===== src/design/uia_regs.svh =====
`ifndef UIA_REGS_SVH
`define UIA_REGS_SVH

// register offsets on the host bus
`define UIA_ADDR_ENABLES 3'h1
`define UIA_ADDR_IDENTIFY 3'h2
`define UIA_ADDR_ENHANCED 3'h3

// interrupt_source_enables fields
`define UIA_IE_RXDATA 0
`define UIA_IE_TXHOLD 1
`define UIA_IE_LINE 2
`define UIA_IE_MODEM 3
`define UIA_IE_SLEEP 4
`define UIA_IE_XOFF 5
`define UIA_IE_RTS 6
`define UIA_IE_CTS 7
`define UIA_IE_LOW_MASK 8'h0f

// enhanced_feature_control fields
`define UIA_EF_WRITE_EN 4
`define UIA_EF_AUTO_RTS 6
`define UIA_EF_AUTO_CTS 7

// reset values
`define UIA_ENABLES_RESET 8'h00
`define UIA_ENHANCED_RESET 8'h00
`define UIA_IDENTIFY_RESET 6'h01

// identify codes, bits 5:0
`define UIA_CODE_NONE 6'h01
`define UIA_CODE_LINE 6'h06
`define UIA_CODE_TIMEOUT 6'h0c
`define UIA_CODE_RXDATA 6'h04
`define UIA_CODE_TXHOLD 6'h02
`define UIA_CODE_MODEM 6'h00
`define UIA_CODE_XOFF 6'h10
`define UIA_CODE_FLOW 6'h20

`endif


===== src/design/uia_pkg.sv =====
package uia_pkg;
    typedef logic [7:0] uia_byte_type;
    typedef logic [5:0] uia_code_type;
    // source order, index 0 is the highest priority
    typedef enum logic [2:0] {
        UIA_SRC_LINE = 3'b000,
        UIA_SRC_TIMEOUT = 3'b001,
        UIA_SRC_RXDATA = 3'b010,
        UIA_SRC_TXHOLD = 3'b011,
        UIA_SRC_MODEM = 3'b100,
        UIA_SRC_XOFF = 3'b101,
        UIA_SRC_FLOW = 3'b110
    } uia_src_type;
    localparam int UIA_NUM_SRC = 7;
endpackage : uia_pkg


===== src/design/uia_prio.sv =====
`timescale 1ns/1ps
`include "uia_regs.svh"

module uia_prio
    import uia_pkg::*;
(
    // enabled pending sources, indexed by uia_src_type
    input wire logic [UIA_NUM_SRC-1:0] active,
    // winning code, bits 5:0
    output uia_code_type code
);
    always_comb begin
        code = `UIA_CODE_NONE;
        if (active[UIA_SRC_LINE]) begin
            code = `UIA_CODE_LINE;
        end else if (active[UIA_SRC_TIMEOUT]) begin
            code = `UIA_CODE_TIMEOUT;
        end else if (active[UIA_SRC_RXDATA]) begin
            code = `UIA_CODE_RXDATA;
        end else if (active[UIA_SRC_TXHOLD]) begin
            code = `UIA_CODE_TXHOLD;
        end else if (active[UIA_SRC_MODEM]) begin
            code = `UIA_CODE_MODEM;
        end else if (active[UIA_SRC_XOFF]) begin
            code = `UIA_CODE_XOFF;
        end else if (active[UIA_SRC_FLOW]) begin
            code = `UIA_CODE_FLOW;
        end
    end
endmodule : uia_prio


===== src/design/uia_top.sv =====
// How it works
// - enable bits 0..3 gate rx data, tx holding, line status, modem; reset off.
// - enable bits 5,6,7 gate xoff, rts change, cts change; reset off.
// - enable bit 4 set puts the channel in sleep; clear leaves it.
// - enable bits 7:4 only writable while enhanced write enable is set.
// - re-enabling tx holding interrupt never makes a new one by itself.
// - interrupt output active whenever any enabled source is pending.
// - identify bit 0 is 0 while pending, 1 when nothing pending.
// - identify bits 7:6 copy the fifo enable bit.
// - line status 000110 first; timeout 001100 then rx data 000100.
// - only the top source reported; tx holding 000010, modem 000000.
// - xoff or special character reported as 010000, sixth of the seven in priority order.
// - cts or rts low-to-high change reported as 100000, lowest priority.
// - auto cts on enhanced bit 7 stops transmit while clear-to-send high.
// - auto rts on bit 6: high at halt level, low at resume level.
// - enhanced bit 4 is write enable for the guarded upper bits.
// - thresholds are levels 0 to 60 bytes in steps of four.
// - interrupt output undriven while modem control bit 3 is 0.
`timescale 1ns/1ps
`include "uia_regs.svh"

module uia_top
    import uia_pkg::*;
#(
    parameter int LEVEL_W = 7
) (
    // clock and reset
    input wire logic clock,
    input wire logic resetn,
    // host register bus
    input wire logic [2:0] cpu_addr,
    input wire logic [7:0] cpu_wdata,
    input wire logic cpu_write,
    input wire logic cpu_read,
    output uia_byte_type cpu_rdata,
    // from other uart registers
    input wire logic fifo_enable,
    input wire logic irq_drive_enable,
    input wire logic modem_rts,
    input wire logic [7:0] flow_threshold_reg,
    // interrupt sources
    input wire logic line_status_err,
    input wire logic rx_timeout,
    input wire logic rx_data_ready,
    input wire logic tx_below_level,
    input wire logic tx_holding_write,
    input wire logic modem_status_change,
    input wire logic xoff_detected,
    // flow control
    input wire logic clear_to_send_in,
    input wire logic [LEVEL_W-1:0] rx_fifo_level,
    output logic request_to_send_out,
    output logic tx_stop,
    // channel status
    output logic sleep_mode,
    output logic irq_out_a,
    output logic irq_out_a_oe
);

    ////////////////////////////////////////////////////////////////////////
    // registers and host bus
    uia_byte_type interrupt_source_enables;
    uia_byte_type enhanced_feature_control;
    uia_byte_type interrupt_source_identify;
    uia_code_type next_code;
    logic [UIA_NUM_SRC-1:0] active;
    logic wr_enables;
    logic wr_enhanced;
    logic rd_identify;

    assign wr_enables = cpu_write && cpu_addr == `UIA_ADDR_ENABLES;
    assign wr_enhanced = cpu_write && cpu_addr == `UIA_ADDR_ENHANCED;
    assign rd_identify = cpu_read && cpu_addr == `UIA_ADDR_IDENTIFY;

    always_ff @(posedge clock) begin
        if (!resetn) begin
            interrupt_source_enables <= `UIA_ENABLES_RESET;
        end else if (wr_enables) begin
            if (enhanced_feature_control[`UIA_EF_WRITE_EN]) begin
                interrupt_source_enables <= cpu_wdata;
            end else begin
                interrupt_source_enables <= (interrupt_source_enables & ~`UIA_IE_LOW_MASK)
                    | (cpu_wdata & `UIA_IE_LOW_MASK);
            end
        end
    end

    always_ff @(posedge clock) begin
        if (!resetn) begin
            enhanced_feature_control <= `UIA_ENHANCED_RESET;
        end else if (wr_enhanced) begin
            enhanced_feature_control <= cpu_wdata;
        end
    end

    always_ff @(posedge clock) begin
        if (!resetn) begin
            cpu_rdata <= 8'h00;
        end else if (cpu_read) begin
            case (cpu_addr)
                `UIA_ADDR_ENABLES: cpu_rdata <= interrupt_source_enables;
                `UIA_ADDR_IDENTIFY: cpu_rdata <= interrupt_source_identify;
                `UIA_ADDR_ENHANCED: cpu_rdata <= enhanced_feature_control;
                default: cpu_rdata <= 8'h00;
            endcase
        end
    end

    ////////////////////////////////////////////////////////////////////////
    // sticky sources
    logic tx_below_q;
    logic cts_q;
    logic rts_q;
    logic txhold_pend;
    logic xoff_pend;
    logic cts_pend;
    logic rts_pend;
    logic rd_txhold;
    logic rd_xoff;
    logic rd_flow;

    assign rd_txhold = rd_identify && interrupt_source_identify[5:0] == `UIA_CODE_TXHOLD;
    assign rd_xoff = rd_identify && interrupt_source_identify[5:0] == `UIA_CODE_XOFF;
    assign rd_flow = rd_identify && interrupt_source_identify[5:0] == `UIA_CODE_FLOW;

    always_ff @(posedge clock) begin
        if (!resetn) begin
            tx_below_q <= 1'b0;
            // idle high, so no false rising edge after reset
            cts_q <= 1'b1;
            rts_q <= 1'b1;
        end else begin
            tx_below_q <= tx_below_level;
            cts_q <= clear_to_send_in;
            rts_q <= request_to_send_out;
        end
    end

    // tx holding set only by the level crossing, not by the enable
    always_ff @(posedge clock) begin
        if (!resetn) begin
            txhold_pend <= 1'b0;
        end else begin
            txhold_pend <= (txhold_pend & ~(rd_txhold | tx_holding_write))
                | (tx_below_level & ~tx_below_q);
        end
    end

    always_ff @(posedge clock) begin
        if (!resetn) begin
            xoff_pend <= 1'b0;
        end else begin
            xoff_pend <= (xoff_pend & ~rd_xoff) | xoff_detected;
        end
    end

    always_ff @(posedge clock) begin
        if (!resetn) begin
            cts_pend <= 1'b0;
            rts_pend <= 1'b0;
        end else begin
            cts_pend <= (cts_pend & ~rd_flow) | (clear_to_send_in & ~cts_q);
            rts_pend <= (rts_pend & ~rd_flow) | (request_to_send_out & ~rts_q);
        end
    end

    ////////////////////////////////////////////////////////////////////////
    // priority and identify
    always_comb begin
        active = '0;
        active[UIA_SRC_LINE] = line_status_err & interrupt_source_enables[`UIA_IE_LINE];
        active[UIA_SRC_TIMEOUT] = rx_timeout & interrupt_source_enables[`UIA_IE_RXDATA];
        active[UIA_SRC_RXDATA] = rx_data_ready & interrupt_source_enables[`UIA_IE_RXDATA];
        active[UIA_SRC_TXHOLD] = txhold_pend & interrupt_source_enables[`UIA_IE_TXHOLD];
        active[UIA_SRC_MODEM] = modem_status_change & interrupt_source_enables[`UIA_IE_MODEM];
        active[UIA_SRC_XOFF] = xoff_pend & interrupt_source_enables[`UIA_IE_XOFF];
        active[UIA_SRC_FLOW] = (cts_pend & interrupt_source_enables[`UIA_IE_CTS])
            | (rts_pend & interrupt_source_enables[`UIA_IE_RTS]);
    end

    uia_prio uia_prio_i (
        .active(active),
        .code(next_code)
    );

    always_ff @(posedge clock) begin
        if (!resetn) begin
            interrupt_source_identify <= {2'b00, `UIA_IDENTIFY_RESET};
        end else begin
            interrupt_source_identify <= {{2{fifo_enable}}, next_code};
        end
    end

    always_ff @(posedge clock) begin
        if (!resetn) begin
            irq_out_a <= 1'b0;
            irq_out_a_oe <= 1'b0;
            sleep_mode <= 1'b0;
        end else begin
            irq_out_a <= |active;
            irq_out_a_oe <= irq_drive_enable;
            sleep_mode <= interrupt_source_enables[`UIA_IE_SLEEP];
        end
    end

    ////////////////////////////////////////////////////////////////////////
    // hardware flow control
    function automatic logic [LEVEL_W-1:0] level_bytes(input logic [3:0] nib);
        level_bytes = LEVEL_W'({nib, 2'b00});
    endfunction : level_bytes

    always_ff @(posedge clock) begin
        if (!resetn) begin
            tx_stop <= 1'b0;
        end else begin
            tx_stop <= enhanced_feature_control[`UIA_EF_AUTO_CTS] & clear_to_send_in;
        end
    end

    always_ff @(posedge clock) begin
        if (!resetn) begin
            request_to_send_out <= 1'b1;
        end else if (!enhanced_feature_control[`UIA_EF_AUTO_RTS]) begin
            request_to_send_out <= ~modem_rts;
        end else if (rx_fifo_level >= level_bytes(flow_threshold_reg[3:0])) begin
            request_to_send_out <= 1'b1;
        end else if (rx_fifo_level <= level_bytes(flow_threshold_reg[7:4])) begin
            request_to_send_out <= 1'b0;
        end
    end

    ////////////////////////////////////////////////////////////////////////
    // checks
    AST_UPPER_LOCKED: assert property (@(posedge clock) disable iff (!resetn)
        wr_enables && !enhanced_feature_control[`UIA_EF_WRITE_EN]
        |=> interrupt_source_enables[7:4] == $past(interrupt_source_enables[7:4]))
        else $error("upper enables changed while locked");
    AST_LOW_WRITE: assert property (@(posedge clock) disable iff (!resetn)
        wr_enables |=> interrupt_source_enables[3:0] == $past(cpu_wdata[3:0]))
        else $error("lower enables not written");
    AST_NO_REARM: assert property (@(posedge clock) disable iff (!resetn)
        !txhold_pend && !(tx_below_level && !tx_below_q) |=> !txhold_pend)
        else $error("tx holding pending without a crossing");
    AST_IRQ_FOLLOWS: assert property (@(posedge clock) disable iff (!resetn)
        |active |=> irq_out_a)
        else $error("interrupt output not raised");
    AST_PEND_BIT: assert property (@(posedge clock) disable iff (!resetn)
        ##1 interrupt_source_identify[0] == !$past(|active))
        else $error("identify bit 0 wrong");
    AST_MIRROR: assert property (@(posedge clock) disable iff (!resetn)
        fifo_enable |=> interrupt_source_identify[7:6] == 2'b11)
        else $error("fifo enable mirror wrong");
    AST_LINE_FIRST: assert property (@(posedge clock) disable iff (!resetn)
        active[UIA_SRC_LINE] |=> interrupt_source_identify[5:0] == `UIA_CODE_LINE)
        else $error("line status not first");
    AST_XOFF_CODE: assert property (@(posedge clock) disable iff (!resetn)
        active[UIA_SRC_XOFF] && !(|active[UIA_SRC_MODEM:UIA_SRC_LINE])
        |=> interrupt_source_identify[5:0] == `UIA_CODE_XOFF)
        else $error("xoff code wrong");
    AST_FLOW_CODE: assert property (@(posedge clock) disable iff (!resetn)
        active[UIA_SRC_FLOW] && !(|active[UIA_SRC_XOFF:UIA_SRC_LINE])
        |=> interrupt_source_identify[5:0] == `UIA_CODE_FLOW)
        else $error("flow change code wrong");
    AST_CTS_STOP: assert property (@(posedge clock) disable iff (!resetn)
        enhanced_feature_control[`UIA_EF_AUTO_CTS] && clear_to_send_in |=> tx_stop)
        else $error("transmit not stopped");
    AST_RTS_HALT: assert property (@(posedge clock) disable iff (!resetn)
        enhanced_feature_control[`UIA_EF_AUTO_RTS]
        && rx_fifo_level >= level_bytes(flow_threshold_reg[3:0]) |=> request_to_send_out)
        else $error("rts not raised at halt level");
    AST_OE: assert property (@(posedge clock) disable iff (!resetn)
        !irq_drive_enable |=> !irq_out_a_oe)
        else $error("interrupt driven while disabled");

endmodule : uia_top


===== config.mk =====
export PLATFORM = sky130hd
export DESIGN_NAME = uia_top
export DESIGN_NICKNAME = d
export VERILOG_FILES = /design/src/design/uia_pkg.sv /design/src/design/uia_prio.sv /design/src/design/uia_top.sv
export VERILOG_INCLUDE_DIRS = /design/src /design/src/design
export SDC_FILE = /design/constraint.sdc
export NUM_CORES = 1
export LEC_CHECK = 0
export BUFFER_PORTS_ARGS = -buffer_cell sky130_fd_sc_hd__buf_2
export CORE_ASPECT_RATIO = 0.7
export CORE_MARGIN = 2
export CORE_UTILIZATION = 30
export CTS_CLUSTER_DIAMETER = 80
export CTS_CLUSTER_SIZE = 30
export DETAILED_ROUTE_END_ITERATION = 6
export PLACE_DENSITY = 0.59
export REMOVE_ABC_BUFFERS = 1
export SETUP_SLACK_MARGIN = 0.05
export SYNTH_ARGS = -nofsm -noshare
export SYNTH_HDL_FRONTEND = slang
export SYNTH_SLANG_ARGS = --single-unit

===== constraint.sdc =====
create_clock -name clock -period 1.95 [get_ports clock]
set_clock_uncertainty 0.2 [all_clocks]
set_input_delay 0.39 -clock clock [delete_from_list [all_inputs] [get_ports clock]]
set_output_delay 0.39 -clock clock [all_outputs]
set_load 0.02 [all_outputs]

==> metrics <==
Max-slew headroom 0.700; DP Wirelength roughly 3.4 mm; crit share post-route 0.878; peak supply drop between 0.3 and 0.4 mV; Synth Warn # 0; Die H 72.5 um; maxcap violations 0; number of port buffers 53; IO Count 54; pwr/cell area around 670 mW/mm^2; TritonCTS clock tree yes; Floorplan Core Area 0.00637 sq mm; vias per inst approximately 4.5; worst slack at placement -0.0486 ns; crit path capture type flip-flop; DRT Pass-1 Iters 4; Yosys top cell area share 0.428; Finished Core Util 0.384; via count 1613; Synth Register Bits 43; fmax 584 MHz; Slew @ Worst Pin approximately 0.45 ns; global-route wire length before repair 7.18 mm; die outline width 102 um; R2R depth 4; largest net degree at the start of global routing 31; Starting Density 0.316; Starting DRT DRC Count 84; syn avg cell area between 9 and 10 sq um; CP arrival 1.66 ns; Routed Antenna Nets 0; Hold Crit Class primary input to flip-flop; # DRC 0; Crit Path Category primary input to flip-flop; clock root cell clkbuf_8; status finished clean; routability cong. 0.773; crit path max fanout 2; RSZ-0062 raised after global routing no; worst r2r src enhanced_feature_control[6]$_SDFFE_PN0P_; register area share after synthesis 0.428; crit path launch flow_threshold_reg[2]; Gate Count Post-Synth 216; Final nets roughly 320; cell taking the most area after synthesis dfxtp_1; post-CTS sizing 0; fin crit period around 1.7 ns; async set-reset flop share out of synthesis 0; Netlist cell types 42; Clock Tree Buf Depth 2; Die ar. 0.00739 sq mm; count leader, synth dfxtp_1; fraction of layout cells with a size suffix above 1 0.278; initial antenna violation count 0; Setup crit start kind primary input; Post-synth EDFFs 0; CTS Buf Count 5; synthesized cell area 0.00201 sq mm; max-slew violation count 0; Post-synth top cells dfxtp_1 (43), nand2_1 (30), inv_1 (19); Reg-to-Reg End request_to_send_out$_SDFFE_PN1P_; GR Overflow Total 0; synth top area cells dfxtp_1 (43%), mux2_4 (6.0%), nand2_1 (5.6%); Top FF cell, synth dfxtp_1; CTS H-Tree Depth 2; clk slew on worst S/H paths 0.08 ns; Overall Global Routing Usage 0.126; final hold viol count 0; Final Setup Violations 0; detailed-route wire length per cell between 10 and 15 um; crit path to request_to_send_out$_SDFFE_PN1P_; Clock Sinks 43; synth-to-layout area growth 21.4%; Critical Path RT 1.90 ns; CTS Hold Bufs 0; reg-to-reg setup timing slack 0.50 ns; Detailed Route WL 4.43 mm; vias in the first global route 1464; leakage 0.00104 uW; Worst-Skew Late Latency 0.29 ns; final antenna diode count 0; post-CTS setup buffers 0; Worst Slack Setup Final between 0.2 and 0.25 ns; Placement Rows 24
-- state kept, by name, summed over array words and instances, names as in the netlist, 7 cells and up --
signal	count
cpu_rdata	8
enhanced_feature_control	8
interrupt_source_enables	8
interrupt_source_identify	7
-- metrics by stage --
step	TNS, ns	area (sq um)	hold WS (ns)	total power, uW	std cells
4_1_cts	0	2440	0.0953	1630	361
3_3_place_gp	-0.00262	2360	0.192	1100	353
3_5_place_dp	-0.0486	2360	0.192	1100	353
5_1_grt	0	2440	0.0886	1710	361
6_report	0	2440	0.101	1630	361
2_1_floorplan	0	1960	0.182	1010	206
-- critical path: stages --
cell and delay (ns):
buf_2 0.08, inv_1 0.04, ha_1 0.29, a21o_1 0.17, a2111oi_0 0.42, o21a_1 0.19
o211ai_1 0.07
-- routing by layer --
metal | part of all wire | global-route usage | routed length (um)
met5 | 0 | 0 | 0
met2 | 0.41 | 0.174 | 1810
met1 | 0.55 | 0.190 | 2450
met4 | 0.0077 | 0.0311 | 34
met3 | 0.030 | 0.0366 | 134
-- where the power goes --
group / switching (uW) / total [uW] / internal, uW
combinational: 91.3 / 174 / 83.1
sequential: 12.1 / 910 / 898
clock: 290 / 542 / 252
-- cell families (layout without fill, tap and decap cells) --
family / after synthesis / in the layout / share of synthesized area
buffers and inverters: 29 / 83 / 0.0616
AOI/OAI and AO/OA: 50 / 50 / 0.180
DFF: 43 / 43 / 0.428
muxes: 12 / 12 / 0.0796
and+or+nand+nor: 74 / 74 / 0.201
adders and majority gates: 8 / 8 / 0.0498
-- worst min-delay path by stage --
stage / start / to / depth (start not counted)
floorplan: cts_q$_SDFF_PN1_ / cts_pend$_SDFF_PN0_ / 1
global placement: rts_q$_SDFF_PN1_ / rts_pend$_SDFF_PN0_ / 1
detailed placement: rts_q$_SDFF_PN1_ / rts_pend$_SDFF_PN0_ / 1
CTS: irq_drive_enable / irq_out_a_oe$_SDFF_PN0_ / 2
global route: fifo_enable / interrupt_source_identify[6]$_SDFF_PN0_ / 2
finish: irq_drive_enable / irq_out_a_oe$_SDFF_PN0_ / 2
-- layout by cell type (no fill, tap or decap), drive strengths merged, types with 8 or more instances in the layout --
cell	instances
a21boi	15
a22oi	10
and2	11
buf	56
dfxtp	43
ha	8
inv	19
mux2	8
nand2	30
o22ai	8
-- area by class of cell --
cell class                      count  area, sq um
Multi-Input combinational cell    144         1030
Clock buffer                        7         76.3
Inverter                           19         71.3
Sequential cell                    43          861
Timing Repair Buffer               56          288
Tap cell                           91          114
Fill cell                         679         3920
Clock inverter                      1         5.00
No activity file was read; power rests on OpenSTA's default activity.
